File: src/hdl/eik_pkg.sv
// package: register map, field positions and reset values of the external interrupt block
package eik_pkg;
  localparam int          ADDR_W          = 5;
  localparam logic [4:0]  OFF_PORT_A_DATA = 5'h00;
  localparam logic [4:0]  OFF_PORT_A_DIR  = 5'h04;
  localparam logic [4:0]  OFF_ISC         = 5'h0d;
  localparam logic [4:0]  OFF_PULLDOWN    = 5'h10;
  localparam int          BIT_ENABLE      = 7;
  localparam int          BIT_PENDING     = 3;
  localparam int          BIT_ACK         = 1;
  localparam int          PORT_A_W        = 6;
  localparam int          KEY_W           = 4;
  localparam int          PORT_C_W        = 8;
  localparam int          BIT_PDC_LO      = 6;
  localparam int          BIT_PDC_HI      = 7;
  localparam logic [7:0]  RST_DATA        = 8'h00;
  localparam logic [7:0]  RST_DIR         = 8'h00;
  localparam logic [7:0]  RST_PULLDOWN    = 8'h00;
  localparam logic        RST_ENABLE      = 1'b1;
endpackage : eik_pkg

File: src/hdl/eik_edge_det.sv
// one interrupt source: unregistered level pass-through and active edge detect
`timescale 1ns/10ps
module eik_edge_det (
  input  wire logic clk,
  input  wire logic sys_rst,
  input  wire logic active_in,
  output logic      level_o,
  output logic      edge_o
);
  logic prev_r;
  logic prev_nxt;

  always_comb begin
    prev_nxt = active_in;
  end

  always_ff @(posedge clk or posedge sys_rst) begin
    if (sys_rst) begin
      prev_r <= 1'b1;
    end else begin
      prev_r <= prev_nxt;
    end
  end

  // prev resets high so a source already active at reset is not an edge
  assign level_o = active_in;
  assign edge_o  = active_in & ~prev_r;
endmodule : eik_edge_det

File: src/hdl/eik_top.sv
// external interrupt pin, keypad-capable port a and its pulldowns
//
// Summary of operation
// RULE1: the active-low interrupt pin raises requests on its falling edge, plus low level if the level option is set.
// RULE2: in level mode the board pulls the pin up so open-drain sources can share it.
// RULE3: an unused interrupt pin is tied high by the board.
// RULE4: with the port a option the four low port a lines are ORed into the single request.
// RULE5: the ORed port a lines are active on rising edges and high levels.
// RULE6: the port a lines use the same edge or edge-plus-level setting as the pin.
// RULE7: port a has six bidirectional lines, four of them keyboard interrupt capable.
// RULE8: every port pin has a software pulldown, removed entirely by the inhibit option.
// RULE9: all registers lie in the first 32 bytes and are reached as ordinary memory.
// RULE10: the interrupt status and control register sits at 0x0d.
// RULE11: port a data sits at 0x00 and port a direction at 0x04.
// RULE12: the port a and port c pulldown register sits at 0x10, port c bits only on the large package.
// RULE13: the status and control register holds enable, pending flag and write-only acknowledge.
// RULE14: an active edge latches pending until acknowledged; level mode re-asserts while a source is active.
`timescale 1ns/10ps
module eik_top #(
  parameter bit LEVEL_SENSE     = 1'b0,
  parameter bit PORT_A_IRQ      = 1'b0,
  parameter bit PULLDOWN_INHIBIT = 1'b0,
  parameter bit HAS_PORT_C      = 1'b0
) (
  input  wire logic        clk,
  input  wire logic        sys_rst,
  input  wire logic [4:0]  cpu_addr,
  input  wire logic        cpu_wr,
  input  wire logic        cpu_rd,
  input  wire logic [7:0]  cpu_wdata,
  output logic      [7:0]  cpu_rdata,
  input  wire logic        irq_n_pin,
  input  wire logic [5:0]  port_a_in,
  output logic      [5:0]  port_a_out,
  output logic      [5:0]  port_a_oe,
  output logic      [5:0]  port_a_pulldown_en,
  output logic      [1:0]  port_c_pulldown_en,
  output logic             ext_irq_req
);
  localparam int NSRC = eik_pkg::KEY_W + 1;

  logic [5:0] data_r, data_nxt;
  logic [5:0] dir_r, dir_nxt;
  logic [7:0] pd_r, pd_nxt;
  logic       en_r, en_nxt;
  logic       pend_r, pend_nxt;
  logic [7:0] rdata_r, rdata_nxt;
  logic       req_r, req_nxt;
  logic [5:0] pa_pd_r, pa_pd_nxt;
  logic [1:0] pc_pd_r, pc_pd_nxt;

  logic [NSRC-1:0] src_act;
  logic [NSRC-1:0] src_lvl;
  logic [NSRC-1:0] src_edge;
  logic            any_edge;
  logic            any_lvl;
  logic            wr_isc;
  logic            wr_data;
  logic            wr_dir;
  logic            wr_pd;
  logic            ack;

  // source 0 is the pin, inverted to active high
  always_comb begin
    src_act[0] = ~irq_n_pin; // RULE1
    for (int i = 1; i < NSRC; i++) begin
      src_act[i] = PORT_A_IRQ & port_a_in[i-1]; // RULE4 RULE5 RULE7
    end
  end

  // pin is treated as synchronous, with no synchronizer; edge sampled each clock
  genvar g;
  generate
    for (g = 0; g < NSRC; g++) begin : g_src
      eik_edge_det u_det (
        .clk       (clk),
        .sys_rst   (sys_rst),
        .active_in (src_act[g]),
        .level_o   (src_lvl[g]),
        .edge_o    (src_edge[g])
      );
    end
  endgenerate

  assign any_edge = |src_edge; // RULE4
  assign any_lvl  = LEVEL_SENSE & (|src_lvl); // RULE1 RULE6
  assign wr_isc   = cpu_wr && (cpu_addr == eik_pkg::OFF_ISC); // RULE10
  assign ack      = wr_isc && cpu_wdata[eik_pkg::BIT_ACK]; // RULE13

  // write strobes per register; unmapped addresses hit none of them
  assign wr_data = cpu_wr && (cpu_addr == eik_pkg::OFF_PORT_A_DATA); // RULE11
  assign wr_dir  = cpu_wr && (cpu_addr == eik_pkg::OFF_PORT_A_DIR); // RULE11
  assign wr_pd   = cpu_wr && (cpu_addr == eik_pkg::OFF_PULLDOWN); // RULE12

  // port a latch and direction
  always_comb begin
    data_nxt = data_r;
    dir_nxt  = dir_r;
    if (wr_data) begin
      data_nxt = cpu_wdata[5:0]; // RULE11
    end
    if (wr_dir) begin
      dir_nxt = cpu_wdata[5:0]; // RULE11
    end
  end

  always_ff @(posedge clk or posedge sys_rst) begin
    if (sys_rst) begin
      data_r <= eik_pkg::RST_DATA[5:0];
      dir_r  <= eik_pkg::RST_DIR[5:0];
    end else begin
      data_r <= data_nxt;
      dir_r  <= dir_nxt;
    end
  end

  // pulldown register, write-only from the bus side
  always_comb begin
    pd_nxt = pd_r;
    if (wr_pd) begin
      pd_nxt = cpu_wdata; // RULE12
    end
  end

  always_ff @(posedge clk or posedge sys_rst) begin
    if (sys_rst) begin
      pd_r <= eik_pkg::RST_PULLDOWN;
    end else begin
      pd_r <= pd_nxt;
    end
  end

  // port a pulldown only on lines set as inputs, so an output never fights it; port c pulldowns are not gated by direction
  always_comb begin
    pa_pd_nxt = pd_nxt[5:0] & ~dir_nxt; // RULE8
    pc_pd_nxt = 2'h0;
    if (HAS_PORT_C) begin
      pc_pd_nxt = pd_nxt[eik_pkg::BIT_PDC_HI:eik_pkg::BIT_PDC_LO]; // RULE12
    end
    // inhibit option removes every pulldown, whatever software writes
    if (PULLDOWN_INHIBIT) begin
      pa_pd_nxt = 6'h00; // RULE8
      pc_pd_nxt = 2'h0; // RULE8
    end
  end

  always_ff @(posedge clk or posedge sys_rst) begin
    if (sys_rst) begin
      pa_pd_r <= 6'h00;
      pc_pd_r <= 2'h0;
    end else begin
      pa_pd_r <= pa_pd_nxt;
      pc_pd_r <= pc_pd_nxt;
    end
  end

  // enable, pending flag and the registered request
  always_comb begin
    en_nxt   = en_r;
    pend_nxt = pend_r;
    if (wr_isc) begin
      en_nxt = cpu_wdata[eik_pkg::BIT_ENABLE]; // RULE13
    end
    // set wins over acknowledge; level keeps pending while held
    if (ack) begin
      pend_nxt = 1'b0; // RULE13
    end
    if (any_edge || any_lvl) begin
      pend_nxt = 1'b1; // RULE14
    end
    // pending sets even while disabled; only the request is gated
    req_nxt = en_nxt & pend_nxt; // RULE14
  end

  always_ff @(posedge clk or posedge sys_rst) begin
    if (sys_rst) begin
      en_r   <= eik_pkg::RST_ENABLE;
      pend_r <= 1'b0;
      req_r  <= 1'b0;
    end else begin
      en_r   <= en_nxt;
      pend_r <= pend_nxt;
      req_r  <= req_nxt;
    end
  end

  // read data stands for one cycle and is zero otherwise
  always_comb begin
    rdata_nxt = 8'h00;
    if (cpu_rd) begin
      case (cpu_addr) // RULE9
        eik_pkg::OFF_PORT_A_DATA: begin
          // output lines read the latch, inputs read the pin
          rdata_nxt = {2'b00, (dir_r & data_r) | (~dir_r & port_a_in)}; // RULE11
        end
        eik_pkg::OFF_PORT_A_DIR: begin
          rdata_nxt = {2'b00, dir_r}; // RULE11
        end
        eik_pkg::OFF_ISC: begin
          rdata_nxt[eik_pkg::BIT_ENABLE]  = en_r; // RULE13
          rdata_nxt[eik_pkg::BIT_PENDING] = pend_r; // RULE13
        end
        // pulldown register is write-only; acknowledge bit reads as zero
        default: begin
          rdata_nxt = 8'h00;
        end
      endcase
    end
  end

  always_ff @(posedge clk or posedge sys_rst) begin
    if (sys_rst) begin
      rdata_r <= 8'h00;
    end else begin
      rdata_r <= rdata_nxt;
    end
  end

  assign cpu_rdata          = rdata_r;
  assign port_a_out         = data_r;
  assign port_a_oe          = dir_r; // RULE7
  assign port_a_pulldown_en = pa_pd_r;
  assign port_c_pulldown_en = pc_pd_r;
  assign ext_irq_req        = req_r; // RULE14
endmodule : eik_top

File: config.mk
export PLATFORM = sky130hd
export DESIGN_NAME = eik_top
export DESIGN_NICKNAME = d
export VERILOG_FILES = /design/src/hdl/eik_pkg.sv /design/src/hdl/eik_edge_det.sv /design/src/hdl/eik_top.sv
export SDC_FILE = /design/constraint.sdc
export NUM_CORES = 1
export LEC_CHECK = 0
export BUFFER_PORTS_ARGS = -buffer_cell sky130_fd_sc_hd__buf_4
export CAP_MARGIN = 20
export CORE_MARGIN = 2
export CORE_UTILIZATION = 39
export CTS_BUF_LIST = sky130_fd_sc_hd__clkbuf_16
export CTS_CLUSTER_SIZE = 40
export DETAILED_ROUTE_END_ITERATION = 10
export PLACE_DENSITY = 0.76
export SYNTH_ARGS = -nofsm -noshare
export SYNTH_HDL_FRONTEND = slang
export SYNTH_HIERARCHICAL = 1
export SYNTH_SLANG_ARGS = --single-unit
File: constraint.sdc
create_clock -name clk -period 1.4 [get_ports clk]
set_input_delay 0.07 -clock clk [delete_from_list [all_inputs] [get_ports clk]]
set_output_delay 0.07 -clock clk [all_outputs]
set_load 0.03 [all_outputs]
### Word level (Yosys, flattened, before mapping)

Index checks and enable logic that the tools add are counted.

| word-level totals | value |
|---|---|
| input bits | 24 |
| output and inout port bits | 29 |
| bits in registers | 36 |

| operators by class | value |
|---|---|
| muxes and demuxes | 10 |
| reductions and logical operators | 6 |
| equality and inequality tests | 3 |
| bitwise logic cells | 10 |

Operators with widths:

| operator | number |
|---|---|
| 6-bit bitwise AND | 3 |
| 6-bit 2-to-1 mux | 2 |
| 6-bit NOT | 2 |
| 8-bit 2-to-1 mux | 1 |
| 6-bit OR | 1 |
| 3-bit case mux with 2 select lines | 1 |
| 5-bit by 3-bit equality test with 1-bit output (second input constant) | 1 |
| 5-bit by 4-bit equality test with 1-bit output (second input constant) | 1 |
| 5-bit equality test (second input constant) | 1 |
| 1-bit logical AND | 5 |
| 5-bit logical NOT | 1 |
| 1-bit 2-to-1 mux | 4 |
| 2-bit case mux with 2 select lines | 1 |
| 1-bit case mux with 3 select lines | 1 |
| 1-bit bitwise AND | 2 |
| 1-bit NOT | 2 |

### Depth between registers and ports, before layout

Gate-level depths: netlist of the first run.

| logic depth | value |
|---|---|
| depth after elaboration | 6 |
| gate-level depth with buffers | 5 |
| gate-level depth less buffers | 5 |

### Cells and area by module

Netlist of the first run, hierarchy kept.

Modules (own cells, without submodules):

| module | instances | cells an instance | sequential area each (um^2) | area each (um^2) |
|---|---|---|---|---|
| eik_top | 1 | 135 | 852.1 | 1502.7 |
| eik_edge_det | 5 | 4 | 26.3 | 51.3 |

### Least setup slack after synthesis of the first run

Ideal clock, no wire load.

| timing path | value |
|---|---|
| kind | input-to-reg |
| start point | in cpu_addr[3] |
| end point | reg data_r[0] (netlist: port_a_out[0]) |
| cell stages on the path | 4 |
| slack | -0.097 ns |
| arrival time | 1.372 ns |
| path through | or4b_4 or3_1 buf_6 mux2_4 |

| on the way | value |
|---|---|
| longest elaborated chain between the ends | 2 |

RTL lines:

| element | line | source |
|---|---|---|
| start: declaration | eik_top.sv:27 | `input wire logic [4:0] cpu_addr,` |
| 5-bit logical NOT | eik_top.sv:91 | `assign wr_data = cpu_wr && (cpu_addr == eik_pkg::OFF_PORT_A_DATA);` |
| 1-bit logical AND | eik_top.sv:91 |  |
| end signal: assignment | eik_top.sv:109 | `data_r <= eik_pkg::RST_DATA[5:0];` |
| end signal: assignment | eik_top.sv:112 | `data_r <= data_nxt;` |
| end: declaration | eik_top.sv:42 | `logic [5:0] data_r, data_nxt;` |

Every way passes these cells.
A chain may end at the register's enable or synchronous reset.

### Worst setup path in the final report of the first run

| timing path | value |
|---|---|
| start point | reg g_src[0].u_det.prev_r |
| end point | reg req_r (netlist: ext_irq_req) |

| on the way | value |
|---|---|
| longest elaborated chain between the ends | 4 |

RTL lines:

| element | line | source |
|---|---|---|
| start: declaration | eik_edge_det.sv:10 | `logic prev_r;` |
| start signal: assignment | eik_edge_det.sv:21 | `prev_r <= prev_nxt;` |
| 1-bit NOT | eik_edge_det.sv:27 | `assign edge_o = active_in & ~prev_r;` |
| 1-bit bitwise AND | eik_edge_det.sv:27 |  |
| via src_edge[0] | eik_top.sv:54 | `logic [NSRC-1:0] src_edge;` |
| 1-bit 2-to-1 mux | eik_top.sv:168 | `if (any_edge \|\| any_lvl) begin` |
| 1-bit bitwise AND | eik_top.sv:172 | `req_nxt = en_nxt & pend_nxt;` |
| via req_nxt | eik_top.sv:48 | `logic req_r, req_nxt;` |
| end signal: assignment | eik_top.sv:183 | `req_r <= req_nxt;` |
| end: declaration | eik_top.sv:48 |  |

The timed path passes the listed nets, and every way through them passes these cells.

==> tab_implementation.tex, run 1 <==
\begin{tabular}{lr}
\hline
Metric & Value \\
\hline
\multicolumn{2}{l}{\textbf{Run}} \\
Max-capacitance violation count & 0 \\
\multicolumn{2}{l}{\textbf{Synthesis}} \\
Summed instance area of the synthesized netlist & between 1500 and 2000 µm² \\
Post-synthesis instance total & 150 \\
Number of warnings reported in the yosys synthesis log & 6 \\
Syn\_area\_per\_cell & about 11 µm² \\
\multicolumn{2}{l}{\textbf{Layout}} \\
Final Cell Area & 2440 µm² \\
Antenna Diode Count & 0 \\
Share of final-layout standard cells stronger than drive strength 1 & 0.420 \\
Total Nets Final & 247 \\
Syn-to-layout area delta & 42.0\% \\
\multicolumn{2}{l}{\textbf{Clock network}} \\
CTS tree & yes \\
Number of buffers between clock root and the deepest sink & 2 \\
Cell at the root of the clock tree & clkbuf\_16 \\
H-tree levels & 2 \\
Cts bufs inserted & 5 \\
CTS clock-pin slew for the worst setup and hold paths & 0.06 ns \\
Sink Count & 39 \\
Number of buffers inserted by post-CTS setup repair & 0 \\
Worst-skew pair later-pin latency & 0.28 ns \\
\multicolumn{2}{l}{\textbf{Place}} \\
Post-place instance area & approximately 2200 µm² \\
Sum of net half-perimeters after detailed placement & 2760 µm \\
Weighted congestion reported at the end of routability-driven placement & 0.796 \\
Placement-stage worst setup slack & -0.324 ns \\
I/O Buffers & 48 \\
\multicolumn{2}{l}{\textbf{Global route}} \\
Global-route wire length before repair & 6230 µm \\
Maximum number of pins on one net before global-route repair & 35 \\
All-layer global routing usage & 0.165 \\
Number of antenna violations at the first check in global routing & 0 \\
Number of global-route vias before repair & 1330 \\
Grt ovf & 0 \\
\multicolumn{2}{l}{\textbf{Power}} \\
Switching power total & between 900 and 1000 µW \\
Sequential power share & 0.411 \\
Max IR drop VDD & 0.000636 V \\
Internal Pwr Total & between 2000 and 2500 µW \\
Power density relative to cell area & 1390 nW/µm² \\
Pleak & 0.00129 µW \\
Share of total power in combinational logic & 0.226 \\
Net Sw Frac & 0.276 \\
Pwr Total & 3400 µW \\
Share of total power in the clock network & 0.364 \\
\multicolumn{2}{l}{\textbf{Detailed routing}} \\
Detailed-route DRC error count & 0 \\
Via total after detailed routing & 1355 \\
Via count normalized by instance count & 4.91 \\
Violation count after the first detailed-route iteration & 84 \\
Final wirelength & 3790 µm \\
Antenna violation net count after detailed routing & 0 \\
Average wire length per cell after detail routing & 13.7 µm \\
Total iterations of the first detailed-routing run & 4 \\
\multicolumn{2}{l}{\textbf{Setup path}} \\
Required time of the critical path & 1.55 ns \\
Worst endpoint data arrival time & 1.51 ns \\
Cell-by-cell listing of the critical path & nor2b\_4 -> or4\_4 -> o21ai\_2 -> a311oi\_1 \\
Setup crit start kind & flip-flop \\
Critical path capture point type & flip-flop \\
Setup slack, reg-to-reg & slightly below 0.04 ns \\
Slowest stage cell, crit path & dfstp\_2 \\
Worst-path fanout max & 3 \\
Gate family responsible for the most delay along the worst path & flip-flops \\
Bufs and invs on worst path & 0 \\
Crit-path max cell delay & 0.54 ns \\
Critical Path Stages & 4 \\
Worst setup path class & reg2reg \\
Register-to-Register Path Depth & 4 \\
\multicolumn{2}{l}{\textbf{Timing}} \\
Final number of setup-violating endpoints & 0 \\
Share of the clock period used by the worst path after layout & 0.972 \\
Final hold viol count & 0 \\
Worst path setup slack after routing & roughly 0.039 ns \\
Hold Worst Slack & 0.0383 ns \\
Max Slew Vio Count & 0 \\
Final worst path period need & between 1 and 1.5 ns \\
Final-layout setup total negative slack & 0 ns \\
Final Skew & 0.00488 ns \\
Unrepaired setup endpoints after global routing & yes \\
Fmax & 0.735 GHz \\
\multicolumn{2}{l}{\textbf{Floorplan}} \\
Site row count & 24 \\
Initial core utilization & 0.401 \\
Chip Height & 70.4 µm \\
Die outline area & between 4000 and 5000 µm² \\
Floorplan core area & 4290 µm² \\
Top-Level Pins & 53 \\
Die extent in x & 70.4 µm \\
\multicolumn{2}{l}{\textbf{Min path}} \\
Min-Delay Path Class & in2reg \\
Number of cells traversed by the worst hold path & 2 \\
\multicolumn{2}{l}{\textbf{Outcome}} \\
Outcome & finished clean \\
\hline
\end{tabular}
## power groups by stage
stage / clock network, µW / registers, µW / logic [µW]
detailed placement: 0 / 1410 / 761
CTS: 1270 / 1400 / 769
finish: 1240 / 1390 / 767
floorplan: 0 / 1600 / 251
global route: 1320 / 1410 / 822
global placement: 0 / 1410 / 749
## routing by layer
metal	part of all wire	global-route usage	routed length, µm
met3	0.053	0.0548	202
met4	0.021	0.0748	78
met2	0.51	0.274	1940
met1	0.41	0.191	1560
met5	0	0	0
## worst reg2reg max path: stages, from the launching register on
cell and delay [ns]:
dfstp_2 0.54, nor2b_4 0.03, or4_4 0.44, o21ai_2 0.13, a311oi_1 0.10
## layout by cell type (no fill, tap or decap), types with 7 or more instances in the layout
master and count:
buf_4 61, dfrtp_1 33, o21ai_0 12, nand3_1 7
nand2_1 14, and3_1 10, conb_1 11
## final cells by class
type	instances	area, µm²
Fill cell	382	1850
Clock inverter	3	38.8
Clock buffer	5	125
Timing Repair Buffer	63	478
Sequential cell	39	983
Tap cell	52	65.1
Multi-Input combinational cell	107	728
Inverter	7	26.3
## registers in the layout, indices dropped and copies added (netlist names)
| register | flops |
|---|---|
| pend_r | 1 |
| g_src.u_det/prev_r | 5 |
| port_a_pulldown_en | 6 |
| port_a_oe | 6 |
| pd_r | 6 |
| port_a_out | 6 |
| ext_irq_req | 1 |
| cpu_rdata | 7 |
| en_r | 1 |
## worst paths after layout
| kind | endpoint | start |
|---|---|---|
| min in group asynchronous | g_src[2].u_det/prev_r | sys_rst |
| setup reg to reg | ext_irq_req | g_src[0].u_det/prev_r |
| setup / recovery | ext_irq_req | g_src[0].u_det/prev_r |
| hold reg to reg | pd_r[1] | pd_r[1] |
| max in group asynchronous | en_r | sys_rst |
| hold / removal | port_a_out[5] | cpu_wdata[5] |
## repair_timing
item	4_1_cts	5_1_grt
hold buffers	2	0
endpoints found under the hold margin	39	0
setup endpoints to repair	7	1
pin swaps	0	1
gates resized for setup	2	3
gates cloned	0	0
## through the flow
stage,instances,utilization
finish,276,0.569
global route,276,0.569
CTS,276,0.567
detailed placement,266,0.523
global placement,266,0.523
floorplan,160,-
Power figures use the tool's default switching activity.
==> run 2: changes to the inputs <==
--- a/config.mk
+++ b/config.mk
@@ -7,12 +7,14 @@
 export LEC_CHECK = 0
 export BUFFER_PORTS_ARGS = -buffer_cell sky130_fd_sc_hd__buf_4
 export CAP_MARGIN = 20
+export CELL_PAD_IN_SITES_DETAIL_PLACEMENT = 2
+export CELL_PAD_IN_SITES_GLOBAL_PLACEMENT = 2
 export CORE_MARGIN = 2
-export CORE_UTILIZATION = 39
+export CORE_UTILIZATION = 29
 export CTS_BUF_LIST = sky130_fd_sc_hd__clkbuf_16
 export CTS_CLUSTER_SIZE = 40
 export DETAILED_ROUTE_END_ITERATION = 10
-export PLACE_DENSITY = 0.76
+export PLACE_DENSITY = 0.86
 export SYNTH_ARGS = -nofsm -noshare
 export SYNTH_HDL_FRONTEND = slang
 export SYNTH_HIERARCHICAL = 1
==> tab_implementation.tex, run 2 (same netlist as run 1, synthesis figures left out) <==
\begin{tabular}{lr}
\hline
Metric & Value \\
\hline
\multicolumn{2}{l}{\textbf{Setup path}} \\
Setup crit start kind & flip-flop \\
Setup slack, reg-to-reg & -0.01 ns \\
Reg-to-Reg End & pend\_r \\
Worst-path fanout max & 3 \\
Crit-path max cell delay & about 0.54 ns \\
Worst r2r src & g\_src[0].u\_det/prev\_r \\
Worst setup path class & reg2reg \\
Critical path capture point type & flip-flop \\
Register-to-Register Path Depth & 3 \\
Slowest stage cell, crit path & dfstp\_2 \\
Required time of the critical path & 1.57 ns \\
Cell-by-cell listing of the critical path & nor2b\_4 -> or4\_4 -> a211o\_1 \\
Worst endpoint data arrival time & 1.58 ns \\
\multicolumn{2}{l}{\textbf{Power}} \\
Pwr Total & 3460 µW \\
Pleak & 0.00130 µW \\
Max IR drop VDD & between 0.0005 and 0.0006 V \\
Power density relative to cell area & 1400 nW/µm² \\
\multicolumn{2}{l}{\textbf{Timing}} \\
Final Skew & 0.00494 ns \\
Hold Worst Slack & -0.0900 ns \\
Final worst path period need & 1.41 ns \\
Fmax & $\sim$0.71 GHz \\
Final hold viol count & 1 \\
Max Slew Vio Count & 0 \\
Share of the clock period used by the worst path after layout & 1.01 \\
Unrepaired setup endpoints after global routing & yes \\
Worst path setup slack after routing & -0.0116 ns \\
Final number of setup-violating endpoints & 1 \\
\multicolumn{2}{l}{\textbf{Place}} \\
Placement-stage worst setup slack & -0.340 ns \\
Sum of net half-perimeters after detailed placement & 3670 µm \\
I/O Buffers & 48 \\
Weighted congestion reported at the end of routability-driven placement & approximately 0.75 \\
\multicolumn{2}{l}{\textbf{Detailed routing}} \\
Detailed-route DRC error count & 0 \\
Via count normalized by instance count & 4.86 \\
Average wire length per cell after detail routing & 17.0 µm \\
Final wirelength & roughly 5000 µm \\
Antenna violation net count after detailed routing & 0 \\
Total iterations of the first detailed-routing run & 4 \\
Violation count after the first detailed-route iteration & 70 \\
Via total after detailed routing & 1453 \\
\multicolumn{2}{l}{\textbf{Clock network}} \\
Worst-skew pair later-pin latency & 0.28 ns \\
Cell at the root of the clock tree & clkbuf\_16 \\
CTS tree & yes \\
Hold-fix buffer count after cts & 1 \\
CTS clock-pin slew for the worst setup and hold paths & $\sim$0.06 ns \\
H-tree levels & 2 \\
Cts bufs inserted & 5 \\
Number of buffers between clock root and the deepest sink & 2 \\
Sink Count & 39 \\
\multicolumn{2}{l}{\textbf{Layout}} \\
Top library cells by usage in the layout, fill and taps aside & buf\_4 (62), dfrtp\_1 (33), nand2\_1 (14) \\
Multi-input combinational cell area & 732 µm² \\
Antenna Diode Count & 0 \\
Number of filler cells placed in the layout & approximately 640 \\
Largest register FFs & 7 \\
Syn-to-layout area delta & 43.7\% \\
Register cell area after layout & $\sim$1000 µm² \\
Share of final-layout standard cells stronger than drive strength 1 & 0.415 \\
Total Nets Final & 247 \\
Most common library cell in the layout ignoring fill and taps & buf\_4 \\
\multicolumn{2}{l}{\textbf{Min path}} \\
Min-Delay Path Class & in2reg \\
Worst hold path startpoint & irq\_n\_pin \\
Hold EP & g\_src[0].u\_det/prev\_r \\
Number of cells traversed by the worst hold path & 2 \\
\multicolumn{2}{l}{\textbf{Floorplan}} \\
Floorplan core area & 5820 µm² \\
Die extent in x & slightly above 80 µm \\
Top-Level Pins & 53 \\
Chip Height & 81.1 µm \\
Initial core utilization & 0.296 \\
Site row count & 28 \\
Die outline area & 6570 µm² \\
\multicolumn{2}{l}{\textbf{Global route}} \\
Number of antenna violations at the first check in global routing & 0 \\
Maximum number of pins on one net before global-route repair & 35 \\
Global-route wire length before repair & 8650 µm \\
All-layer global routing usage & 0.179 \\
Number of global-route vias before repair & 1638 \\
Grt ovf & 0 \\
\multicolumn{2}{l}{\textbf{Outcome}} \\
Violated checks & negative hold slack, negative setup slack \\
Outcome & finished with violations \\
\multicolumn{2}{l}{\textbf{Run}} \\
Max-capacitance violation count & 0 \\
\hline
\end{tabular}
run 2: cell type report:
class	instances	share of cell area
clock buffer	5	0.0506
clock inverter	3	0.0157
inverter	7	0.0106
multi-input combinational	107	0.296
sequential	39	0.397
tap	75	0.0379
timing repair buffer	63	0.192
run 2: worst max-delay path: cells and delay by family (launching register included):
family | cells | cell delay [ns]
and+or+nand+nor | 2 | 0.47
DFF | 1 | 0.54
AOI/OAI and AO/OA | 1 | 0.28
run 2: worst max-delay path by stage:
stage	startpoint	end	depth (start not counted)	slack [ns]
5_1_grt	g_src[0].u_det/prev_r	ext_irq_req	4	-0.05
4_1_cts	g_src[0].u_det/prev_r	ext_irq_req	4	-0.02
6_report	g_src[0].u_det/prev_r	pend_r	3	-0.01
3_3_place_gp	cpu_addr[3]	port_a_out[0]	4	-0.30
3_5_place_dp	cpu_addr[3]	port_a_out[3]	4	-0.34
2_1_floorplan	cpu_addr[3]	port_a_out[0]	4	-0.1
run 2: power by group:
group,total [µW],internal (µW),switching [µW]
sequential,1400,1290,113
combinational,785,340,445
clock,1270,831,444
run 2: routing by layer:
layer  global-route usage  share of wire  up-vias
li1                     -              -      660
met1                0.206           0.39      742
met2                0.329           0.54       45
met3               0.0400          0.050        6
met4               0.0559          0.012        0
met5                    0              0        -
run 2: what timing repair did:
item                                    CTS  global route
hold endpoints to repair                 39             1
resized for setup                         3             1
endpoints found under the setup margin    7             3
setup buffers                             0             0
pin swaps                                 0             1
run 2: through the flow:
| stage | setup TNS [ns] | utilization | cell area (µm²) | hold WS (ns) | instances |
|---|---|---|---|---|---|
| after floorplan | -0.580 | - | 1760 | -0.0403 | 160 |
| after global placement | -1.85 | 0.393 | 2280 | 0.108 | 290 |
| final | -0.0116 | 0.426 | 2470 | -0.0900 | 299 |
| after global routing | -0.0899 | 0.426 | 2470 | -0.0913 | 299 |
| after CTS | -0.0161 | 0.424 | 2470 | -0.0928 | 299 |
| after detailed placement | -2.74 | 0.393 | 2280 | 0.113 | 290 |
